File: src/gpcd_regs.vh
// Purpose: register map and constants of the port c / port d gpio block
// Assumes: avalon-mm word addressing, one 32-bit word per register
// Notes:   offsets are register indices; byte address is four times the index
// Operation
// - data writes reach the latch only with avs_byteenable bit 0 set
// - port c read: latch if output, pin if input
// - port d read: latch if output, pin if input
// - port c direction bit enables pin buffer
// - port d direction bit enables pin buffer
// - port c direction resets to inputs, always accessible
// - port d direction resets to inputs
// - data latches keep contents across reset
// - port c bit 0 always feeds second interrupt
// - pin 0 pullup on unless disable bit set
// - spi enable hands port c 2-5 to spi
// - infrared interface enable takes port c 6-7
// - keyboard enables make port d interrupt inputs
`ifndef GPCD_REGS_VH
`define GPCD_REGS_VH
`define GPCD_IDX_PORT_C_DATA 4'h2
`define GPCD_IDX_PORT_D_DATA 4'h3
`define GPCD_IDX_PORT_C_DIR  4'h4
`define GPCD_IDX_PORT_D_DIR  4'h5
`define GPCD_IDX_INT2_CTRL   4'hC
`define GPCD_PULLUP_DIS_BIT  6
`define GPCD_SECOND_EXTERNAL_INTERRUPT_BIT        0
`define GPCD_SPI_LO          2
`define GPCD_SPI_HI          5
`define GPCD_IR_TX_BIT       6
`define GPCD_IR_RX_BIT       7
`define GPCD_DIR_RESET       8'h00
`define GPCD_CTRL_RESET      8'h00
`endif

File: src/gpcd_port.v
// Purpose: two 8-bit gpio ports with direction, read-back mux and pin sharing
// Assumes: pins synchronous to clk; peripheral enables come from their own blocks
// Notes:   answers every access in the cycle after it is presented
//          a write lands at the edge that sees waitrequest low
//          read data stand only while waitrequest is low
//          peripheral overrides reach the pin buffers, never the registers
//
// Our own choice: the Avalon-MM interface to the registers.
`timescale 1ns/100ps
`default_nettype none
`include "gpcd_regs.vh"
module gpcd_port (
    input  wire        clk,                 // system clock, 125 MHz
    input  wire        nrst,                // synchronous reset, active low
    input  wire [3:0]  avs_address,         // word address
    input  wire        avs_read,            // read request
    input  wire        avs_write,           // write request
    input  wire [31:0] avs_writedata,       // write data
    input  wire [3:0]  avs_byteenable,      // byte enables
    output reg  [31:0] avs_readdata,        // read data
    output reg         avs_waitrequest,     // stall
    input  wire [7:0]  port_c_in,           // port c pin levels
    output reg  [7:0]  port_c_out,          // port c driven levels
    output reg  [7:0]  port_c_oe,           // port c output enables
    input  wire [7:0]  port_d_in,           // port d pin levels
    output reg  [7:0]  port_d_out,          // port d driven levels
    output reg  [7:0]  port_d_oe,           // port d output enables
    input  wire        spi_enable_bit,      // spi owns port c 5:2
    input  wire [3:0]  spi_pin_out,         // spi levels for port c 5:2
    input  wire [3:0]  spi_pin_oe,          // spi enables for port c 5:2
    output reg  [3:0]  spi_pin_in,          // port c 5:2 to spi
    input  wire        serial_if_enable,    // infrared interface owns port c 7:6
    input  wire        infrared_serial_transmit, // transmit level for port c 6
    output reg         infrared_serial_receive,  // port c 7 to receiver
    output reg         second_external_interrupt, // port c 0 level to second_external_interrupt
    output reg         pin0_pullup_en,      // pullup on port c 0
    input  wire [7:0]  keyboard_interrupt_enables, // keyboard enables
    output reg  [7:0]  keyboard_interrupt_inputs   // gated port d levels
);
////////////////////////////////////////////////////////////////////////////////
reg [7:0] port_c_data_reg;
reg [7:0] port_d_data_reg;
reg [7:0] port_c_direction_reg;
reg [7:0] port_d_direction_reg;
reg [7:0] int2_ctrl_reg;

// bus handshake: one-hot states, waitrequest low for one answer cycle
localparam [1:0] ST_IDLE    = 2'b01;
localparam [1:0] ST_ANSWER  = 2'b10;
localparam       SEL_C_DATA = 0;
localparam       SEL_D_DATA = 1;
localparam       SEL_C_DIR  = 2;
localparam       SEL_D_DIR  = 3;
localparam       SEL_CTRL   = 4;
localparam       SEL_NONE   = 5;

reg  [1:0] bus_state_reg;
reg  [1:0] bus_state_next;
reg  [7:0] rdata_next;

// one select bit per register, shared by write and read paths
function [5:0] decode_index;
    input [3:0] index;
    begin
        case (index)
        `GPCD_IDX_PORT_C_DATA: decode_index = 6'h01;
        `GPCD_IDX_PORT_D_DATA: decode_index = 6'h02;
        `GPCD_IDX_PORT_C_DIR:  decode_index = 6'h04;
        `GPCD_IDX_PORT_D_DIR:  decode_index = 6'h08;
        `GPCD_IDX_INT2_CTRL:   decode_index = 6'h10;
        default:               decode_index = 6'h20;
        endcase
    end
endfunction

wire [5:0] reg_sel   = decode_index(avs_address);
wire       bus_req   = avs_read | avs_write;
wire       in_idle   = (bus_state_reg == ST_IDLE);
wire       in_answer = (bus_state_reg == ST_ANSWER);
// a write lands only at the edge that sees waitrequest low
wire       wr        = avs_write & in_answer & avs_byteenable[0];
wire       rd_take   = avs_read & in_idle;

function [7:0] read_mux;
    input [7:0] latch;
    input [7:0] dir;
    input [7:0] pins;
    begin
        read_mux = (latch & dir) | (pins & ~dir);
    end
endfunction
////////////////////////////////////////////////////////////////////////////////
// latches have no reset: their contents survive it
always @(posedge clk)
begin
    if (wr && reg_sel[SEL_C_DATA])
    begin
        port_c_data_reg <= avs_writedata[7:0];
    end
    if (wr && reg_sel[SEL_D_DATA])
    begin
        port_d_data_reg <= avs_writedata[7:0];
    end
end

// next-state logic of the handshake
// an access always passes through exactly one answer cycle
always @*
begin
    bus_state_next = bus_state_reg;
    case (bus_state_reg)
    ST_IDLE:
    begin
        if (bus_req)
            bus_state_next = ST_ANSWER;
    end
    ST_ANSWER:
    begin
        bus_state_next = ST_IDLE;
    end
    default:
    begin
        bus_state_next = ST_IDLE;
    end
    endcase
end

// read-back value of the selected register
// data pins read live, so an input pin is seen as it stands
always @*
begin
    rdata_next = 8'h00;
    if (reg_sel[SEL_C_DATA])
    begin
        rdata_next = read_mux(port_c_data_reg, port_c_direction_reg, port_c_in);
    end
    if (reg_sel[SEL_D_DATA])
    begin
        rdata_next = read_mux(port_d_data_reg, port_d_direction_reg, port_d_in);
    end
    if (reg_sel[SEL_C_DIR])
    begin
        rdata_next = port_c_direction_reg;
    end
    if (reg_sel[SEL_D_DIR])
    begin
        rdata_next = port_d_direction_reg;
    end
    if (reg_sel[SEL_CTRL])
    begin
        rdata_next = int2_ctrl_reg;
    end
    if (reg_sel[SEL_NONE])
    begin
        rdata_next = 8'h00;
    end
end

always @(posedge clk)
begin
    if (!nrst)
    begin
        bus_state_reg        <= ST_IDLE;
        port_c_direction_reg <= `GPCD_DIR_RESET;
        port_d_direction_reg <= `GPCD_DIR_RESET;
        int2_ctrl_reg        <= `GPCD_CTRL_RESET;
        avs_waitrequest      <= 1'b1;
        avs_readdata         <= 32'h0000_0000;
    end
    else
    begin
        bus_state_reg   <= bus_state_next;
        avs_waitrequest <= (bus_state_next != ST_ANSWER);
        if (wr && reg_sel[SEL_C_DIR])
        begin
            port_c_direction_reg <= avs_writedata[7:0];
        end
        if (wr && reg_sel[SEL_D_DIR])
        begin
            port_d_direction_reg <= avs_writedata[7:0];
        end
        if (wr && reg_sel[SEL_CTRL])
        begin
            int2_ctrl_reg <= {1'b0, avs_writedata[`GPCD_PULLUP_DIS_BIT], 6'h00};
        end
        // read data stand only in the answer cycle
        avs_readdata <= 32'h0000_0000;
        if (rd_take)
        begin
            avs_readdata <= {24'h00_0000, rdata_next};
        end
    end
end
////////////////////////////////////////////////////////////////////////////////
// pin muxing; peripherals override buffer only, never the registers
wire [7:0] c_out_next;
wire [7:0] c_oe_next;
wire [7:0] d_out_next;
wire [7:0] d_oe_next;
wire [7:0] kbd_next;
genvar     bit_i;

generate
    for (bit_i = 0; bit_i < 8; bit_i = bit_i + 1)
    begin : g_port_c_pin
        if (bit_i >= `GPCD_SPI_LO && bit_i <= `GPCD_SPI_HI)
        begin : g_spi
            // while spi_enable_bit is set, spi pins follow the spi block, not the port registers
            assign c_out_next[bit_i] = spi_enable_bit ? spi_pin_out[bit_i - `GPCD_SPI_LO]
                                                      : port_c_data_reg[bit_i];
            assign c_oe_next[bit_i]  = spi_enable_bit ? spi_pin_oe[bit_i - `GPCD_SPI_LO]
                                                      : port_c_direction_reg[bit_i];
        end
        else if (bit_i == `GPCD_IR_TX_BIT)
        begin : g_ir_tx
            assign c_out_next[bit_i] = serial_if_enable ? infrared_serial_transmit
                                                        : port_c_data_reg[bit_i];
            assign c_oe_next[bit_i]  = serial_if_enable | port_c_direction_reg[bit_i];
        end
        else if (bit_i == `GPCD_IR_RX_BIT)
        begin : g_ir_rx
            // receive pin is released while the interface owns it
            assign c_out_next[bit_i] = ~serial_if_enable & port_c_data_reg[bit_i];
            assign c_oe_next[bit_i]  = ~serial_if_enable & port_c_direction_reg[bit_i];
        end
        else
        begin : g_plain
            assign c_out_next[bit_i] = port_c_data_reg[bit_i];
            assign c_oe_next[bit_i]  = port_c_direction_reg[bit_i];
        end
    end
endgenerate

generate
    for (bit_i = 0; bit_i < 8; bit_i = bit_i + 1)
    begin : g_port_d_pin
        assign d_out_next[bit_i] = port_d_data_reg[bit_i];
        assign d_oe_next[bit_i]  = port_d_direction_reg[bit_i];
        // each enable bit turns its pin into a keyboard input
        assign kbd_next[bit_i] = keyboard_interrupt_enables[bit_i] & port_d_in[bit_i];
    end
endgenerate

////////////////////////////////////////////////////////////////////////////////
// pin buffers: registered so every pin output comes from a flip-flop
always @(posedge clk)
begin
    if (!nrst)
    begin
        port_c_out <= 8'h00;
        port_c_oe  <= 8'h00;
    end
    else
    begin
        port_c_out <= c_out_next;
        port_c_oe  <= c_oe_next;
    end
end

always @(posedge clk)
begin
    if (!nrst)
    begin
        port_d_out <= 8'h00;
        port_d_oe  <= 8'h00;
    end
    else
    begin
        port_d_out <= d_out_next;
        port_d_oe  <= d_oe_next;
    end
end
////////////////////////////////////////////////////////////////////////////////
// levels handed to the peripherals that share the pins
always @(posedge clk)
begin
    if (!nrst)
    begin
        spi_pin_in                <= 4'h0;
        infrared_serial_receive   <= 1'b1;
        keyboard_interrupt_inputs <= 8'h00;
    end
    else
    begin
        spi_pin_in                <= port_c_in[`GPCD_SPI_HI:`GPCD_SPI_LO];
        infrared_serial_receive   <= port_c_in[`GPCD_IR_RX_BIT];
        keyboard_interrupt_inputs <= kbd_next;
    end
end

// second interrupt input and its pullup; port c bit 0 feeds it in every mode
always @(posedge clk)
begin
    if (!nrst)
    begin
        second_external_interrupt <= 1'b1;
        pin0_pullup_en            <= 1'b1;
    end
    else
    begin
        second_external_interrupt <= port_c_in[`GPCD_SECOND_EXTERNAL_INTERRUPT_BIT];
        pin0_pullup_en            <= ~int2_ctrl_reg[`GPCD_PULLUP_DIS_BIT];
    end
end
endmodule // gpcd_port
`default_nettype wire

File: config.mk
export PLATFORM = sky130hd
export DESIGN_NAME = gpcd_port
export DESIGN_NICKNAME = d
export VERILOG_FILES = /design/src/gpcd_port.v
export VERILOG_INCLUDE_DIRS = /design/src
export SDC_FILE = /design/constraint.sdc
export NUM_CORES = 1
export LEC_CHECK = 0
export BUFFER_PORTS_ARGS = -buffer_cell sky130_fd_sc_hd__buf_2
export CAP_MARGIN = 20
export CORE_MARGIN = 5
export CORE_UTILIZATION = 50
export CTS_CLUSTER_SIZE = 12
export DETAILED_ROUTE_END_ITERATION = 7
export GPL_TIMING_DRIVEN = 0
export PLACE_DENSITY = 0.9
export SLEW_MARGIN = 40
export SYNTH_ARGS = -nofsm -noshare
export SYNTH_HDL_FRONTEND = slang
export SYNTH_SLANG_ARGS = --single-unit
File: constraint.sdc
create_clock -name clk -period 2.96 [get_ports clk]
set_clock_uncertainty 0.05 [all_clocks]
set_input_delay 0.296 -clock clk [delete_from_list [all_inputs] [get_ports clk]]
set_output_delay 0.296 -clock clk [all_outputs]
set_load 0.01 [all_outputs]
# Word level (Yosys, flattened, before mapping)
# Cells that the tools add are included.
[totals]
ff_bits = 115
word_cells = 76
[op_classes]
eq_ne = 8
mux = 17
bitwise = 27
reduce_logical = 6
[op_table]
columns = ["operator", "count"]
rows = [
  ["$mux W8", 5],
  ["$and A8 B8 Y8", 4],
  ["$pmux W6 S5", 1],
  ["$not A8 Y8", 2],
  ["$or A8 B8 Y8", 2],
  ["$and A1 B1 Y1", 13],
  ["$mux W1", 9],
  ["$eq A4 B2 Y1 const B", 2],
  ["$eq A4 B3 Y1 const B", 2],
  ["$logic_and A1 B1 Y1", 5],
  ["$eq A4 B4 Y1 const B", 1],
  ["$mux W2", 2],
  ["$not A1 Y1", 4],
  ["$reduce_or A3 Y1", 1],
  ["$eq A2 B1 Y1 const B", 1],
  ["$eq A2 B2 Y1 const B", 1],
  ["$ne A2 B2 Y1 const B", 1],
  ["$or A1 B1 Y1", 2],
]

# Longest topological paths before layout
[logic_depth]
word_depth = 8
ltp_mapped = 5
mapped_depth_nobuf = 3

# Least setup slack after synthesis
# Ideal clock, no wire load.
[synth_path]
kind = "input to register"
startpoint = "input port avs_address[3]"
endpoint = "register port_d_data_reg[0] (netlist: d_out_next[0]) (enable)"
setup_ns = 0.373
arrival_time_ns = 1.342
required_ns = 2.537
path_slack_ns = 1.195
stages = 4
path_buffers = 2
path_cell_list = "buf_2 -> and4bb_2 -> buf_2 -> nor2b_1"
[synth_via]
elab_chain_len = 3
elab_cells_between_ends = 7
classes_between = "5 x eq/ne; 1 x mux; 1 x reduce/logical"
[synth_lines]
columns = ["element", "line", "rtl"]
rows = [
  ["from (decl)", "gpcd_port.v:15", "input wire [3:0] avs_address,"],
  ["$eq A4 B4 Y1, or another cell as far along", "gpcd_port.v:65", "case (index)"],
  ["$pmux W6 S5 (*)", "gpcd_port.v:65", ""],
  ["$logic_and A1 B1 Y1 (*)", "gpcd_port.v:100", "if (wr && reg_sel[SEL_D_DATA])"],
  ["to (signal assigned)", "gpcd_port.v:102", "port_d_data_reg <= avs_writedata[7:0];"],
  ["to (decl)", "gpcd_port.v:42", "reg [7:0] port_d_data_reg;"],
]
# Mark *: on every way between the ends. The rest lies on a longest branch, timed or not.
# A chain may end at the register's enable or synchronous reset.

# Final worst setup path
[layout_path]
startpoint = "register bus_state_reg[1]"
endpoint = "register port_c_data_reg[3] (enable)"
[layout_via]
elab_chain_len = 4
[layout_lines]
columns = ["element", "line", "rtl"]
rows = [
  ["from (decl)", "gpcd_port.v:57", "reg [1:0] bus_state_reg;"],
  ["from (signal assigned)", "gpcd_port.v:172", "bus_state_reg <= bus_state_next;"],
  ["$eq A2 B2 Y1", "gpcd_port.v:79", "wire in_answer = (bus_state_reg == ST_ANSWER);"],
  ["$and A1 B1 Y1 (2 in a row)", "gpcd_port.v:81", "wire wr = avs_write & in_answer & avs_byteenable[0];"],
  ["$logic_and A1 B1 Y1", "gpcd_port.v:96", "if (wr && reg_sel[SEL_C_DATA])"],
  ["to (signal assigned)", "gpcd_port.v:98", "port_c_data_reg <= avs_writedata[7:0];"],
  ["to (decl)", "gpcd_port.v:41", "reg [7:0] port_c_data_reg;"],
]
# Every way passes these cells.

==> PnR_summary.wiki <==
{| class="wikitable"
! Metric !! Value
|-
| Final Setup Violations || 0
|-
| Cell type with the largest total area after synthesis || sky130_fd_sc_hd__dfxtp_1
|-
| Hold violation total from the final report || 0
|-
| Post-detailed-route DRC marker count || 0
|-
| Antenna-violating nets left || 0
|-
| Cell with the most instances after synthesis || sky130_fd_sc_hd__dfxtp_1
|-
| Post-synth EDFFs || 16
|-
| Switching part of the total || roughly a quarter
|-
| Chip Height || 93.38 µm
|-
| Area overhead of the layout relative to synthesis || 26.78%
|-
| CTS Sinks || just over 90
|-
| Path type of the worst setup path || reg -> reg
|-
| Gates resized, CTS repair || 0
|-
| Critical Path End Type || flop
|-
| Fraction of power consumed by combinational cells || 8.9%
|-
| Sequential area share after synthesis || 57.02%
|-
| Count of inserted antenna diode cells || 0
|-
| Design Power || 2.309 mW
|-
| Data arrival time of the worst path || ~1700 ps
|-
| Area of placed instances || 4210 µm²
|-
| Number of buffers inserted during clock tree synthesis || 9
|-
| Setup Slack @ Placement || 959.1 ps
|-
| Overall global routing resource usage || 19.92%
|-
| Async SR Flop Fraction || 0%
|-
| DRT Pass-1 Iters || 4
|-
| Pin count of the biggest net entering global routing || 17
|-
| Top-level I/O count || 159
|-
| Final #Nets || around 510
|-
| Wire length per cell after detailed routing || 15.83 µm
|-
| Half-perimeter wire length after placement || just over 6000 µm
|-
| Setup repair after global routing missed its margin || no
|-
| Final worst hold slack || 90.89 ps
|-
| Clock latency at the later pin of the worst-skew pair || ~360 ps
|-
| Horizontal die dimension || 93.38 µm
|-
| Number of instances in the synthesized netlist || roughly 300
|-
| Worst max-slew margin expressed relative to the limit || around two fifths
|-
| Starting density of the core || about half
|-
| Final Slew Violations || 0
|-
| Fraction of layout cells with a size suffix above 1 || around two fifths
|-
| Quantity of I/O buffers inserted on ports || 103
|-
| Synth warn || 0
|-
| Number of antenna violations at the first check in global routing || 1
|-
| Die area || 8719 µm²
|-
| Hold crit path type || in -> reg
|-
| Max IR drop VDD || about 0.00024 V
|-
| Time the final worst path needs with I/O delays and setup || 1748 ps
|-
| Fmax || 572.2 MHz
|-
| Total net switching power || 0.5454 mW
|-
| Fraction of met2 tracks used by global routing || 32.94%
|-
| Level count of the clock H-tree || 3
|-
| Met1 usage || 24.39%
|-
| Postcts setup bufs || 0
|-
| Met3 layer usage reported by global route || 5.712%
|-
| Maximum net fanout on the critical path || 8
|-
| First-pass GRT wire length || 13190 µm
|-
| Library cell used as clock root buffer || sky130_fd_sc_hd__clkbuf_8
|-
| Critical Path RT || 2890 ps
|-
| Number of fillers in the final layout || 506
|-
| Share of power burned in registers || 55.8%
|-
| Sum of negative setup slack || 0 ps
|-
| Via total after detailed routing || 2534
|-
| Area share of the largest cell type after synthesis || around 43%
|-
| Number of flip-flops and latches in the synthesized netlist || 91
|-
| Relative contribution of the clock network to total power || a little over a third
|-
| Library cells used by synthesis || 37
|-
| Pin slew with the least headroom to its limit || 888.1 ps
|-
| Most frequently used flop master after synthesis || sky130_fd_sc_hd__dfxtp_1
|-
| Most frequent cells after synthesis || 75 x sky130_fd_sc_hd__dfxtp_1, 33 x sky130_fd_sc_hd__nand2_1, 26 x sky130_fd_sc_hd__mux2i_1
|-
| CTS tree || done
|-
| Final std cell area, no fill || 4407 µm²
|-
| Launching element type of the critical path || flop
|-
| Number of design-rule violations left by the first detailed-router iteration || 121
|-
| Synthesized area || 3476 µm²
|-
| Cell internal power dissipation || 1.764 mW
|-
| Maximum clock insertion buffer count || 2
|-
| Final Worst Setup Slack || 1212 ps
|-
| Outcome || complete, no violations
|-
| Count of max-cap constraint violations || 0
|-
| Floorplan core area || around 6800 µm²
|-
| Global route hottest layer || met2
|-
| Clock transition at path regs || 100 ps
|-
| Leakage component of the power || 2.159 nW
|-
| Standard-cell rows || 30
|-
| Hold Buf Count CTS || 0
|-
| Syn Area/Cell || 11.66 µm²
|-
| Share of the clock period used by the worst path || 59.04%
|-
| Cell types with the largest area share after synthesis || sky130_fd_sc_hd__dfxtp_1 43%, sky130_fd_sc_hd__edfxtp_1 14%, sky130_fd_sc_hd__mux2i_1 7.5%
|-
| Global route overflow || 0
|-
| Vias per std cell || 4.728
|-
| Total wire length after detailed routing || 8485 µm
|-
| Via count of the first global-routing pass || 2645
|-
| Final estimated routing congestion in global placement || between 0.7 and 0.8
|-
| Power Dens Cells || 524.0 nW/µm²
|}
==> logic make-up after synthesis <==
group | share of synthesized area [%]
compound gates | 4.428
other cells | 0.1079
buf+inv | 8.243
simple gates | 15.01
xor+xnor | 0.2520
flops | 57.02
mux | 14.94
==> through the flow <==
step / std cells / utilization [%]
5_1_grt: 536 / 64.86
3_5_place_dp: 520 / 61.97
6_report: 536 / 64.86
4_1_cts: 536 / 64.86
3_3_place_gp: 520 / 61.79
2_1_floorplan: 321 / -
==> power groups by stage <==
stage               Sequential [mW]  Combinational (mW)  Clock [mW]
floorplan                      1.33               0.108           0
global placement               1.32               0.197           0
detailed placement             1.32               0.202           0
CTS                            1.29               0.203       0.826
global route                   1.29               0.223       0.890
finish                         1.29               0.205       0.816
==> worst max-delay path, cell delays in order, from the launching register on <==
cell	delay (ps)
sky130_fd_sc_hd__dfxtp_1	390
sky130_fd_sc_hd__nand4b_4	180
sky130_fd_sc_hd__nor3_2	750
==> layer usage <==
metal / vias to the layer above / wire length [µm]
li1: 1232 / -
met1: 1171 / 3375
met2: 119 / 4161
met4: 2 / 92
met3: 10 / 837
met5: - / 18
==> final timing paths <==
check	end	slack (ps)	depth (start not counted)	start
worst max-delay path	port_c_data_reg[3]	1210	2	bus_state_reg[1]
worst min-delay path	port_c_data_reg[5]	90	1	avs_writedata[5]
worst min register to register	pin0_pullup_en	380	1	int2_ctrl_reg[6]
worst max register to register	port_c_data_reg[3]	1210	2	bus_state_reg[1]
==> placed cells by master (no fill, tap or decap), types with 2 or more instances in the layout <==
cell type                  instances
sky130_fd_sc_hd__and3b_1           2
sky130_fd_sc_hd__clkbuf_8         10
sky130_fd_sc_hd__dfxtp_1          75
sky130_fd_sc_hd__nor2b_1           9
sky130_fd_sc_hd__and3_1            8
sky130_fd_sc_hd__clkbuf_1         10
sky130_fd_sc_hd__a21oi_1           7
sky130_fd_sc_hd__and2_1           14
sky130_fd_sc_hd__buf_4            24
sky130_fd_sc_hd__edfxtp_1         16
sky130_fd_sc_hd__a21o_2            2
sky130_fd_sc_hd__mux2_2           23
sky130_fd_sc_hd__a22oi_1           8
sky130_fd_sc_hd__o21ai_0           2
sky130_fd_sc_hd__conb_1           24
sky130_fd_sc_hd__mux2i_1          26
sky130_fd_sc_hd__buf_2           107
sky130_fd_sc_hd__o21a_1            2
sky130_fd_sc_hd__nand2_1          33
sky130_fd_sc_hd__nand3b_1          2
sky130_fd_sc_hd__nand2b_1          3
sky130_fd_sc_hd__inv_1            11
sky130_fd_sc_hd__inv_4             2
==> layout make-up <==
class / count / area, µm² / share of cell area (%)
plain buffers: 38 / 245.2 / 5.565
clock buffers: 12 / 166.4 / 3.776
clock inverters: 4 / 30.03 / 0.6814
inverters: 11 / 41.29 / 0.9370
multi-input cells: 181 / 1306 / 29.64
flip-flops and latches: 91 / 1982 / 44.97
well taps: 96 / 120.1 / 2.726
repair buffers: 103 / 515.5 / 11.70
Note: power is estimated with default switching activity, not from simulation.
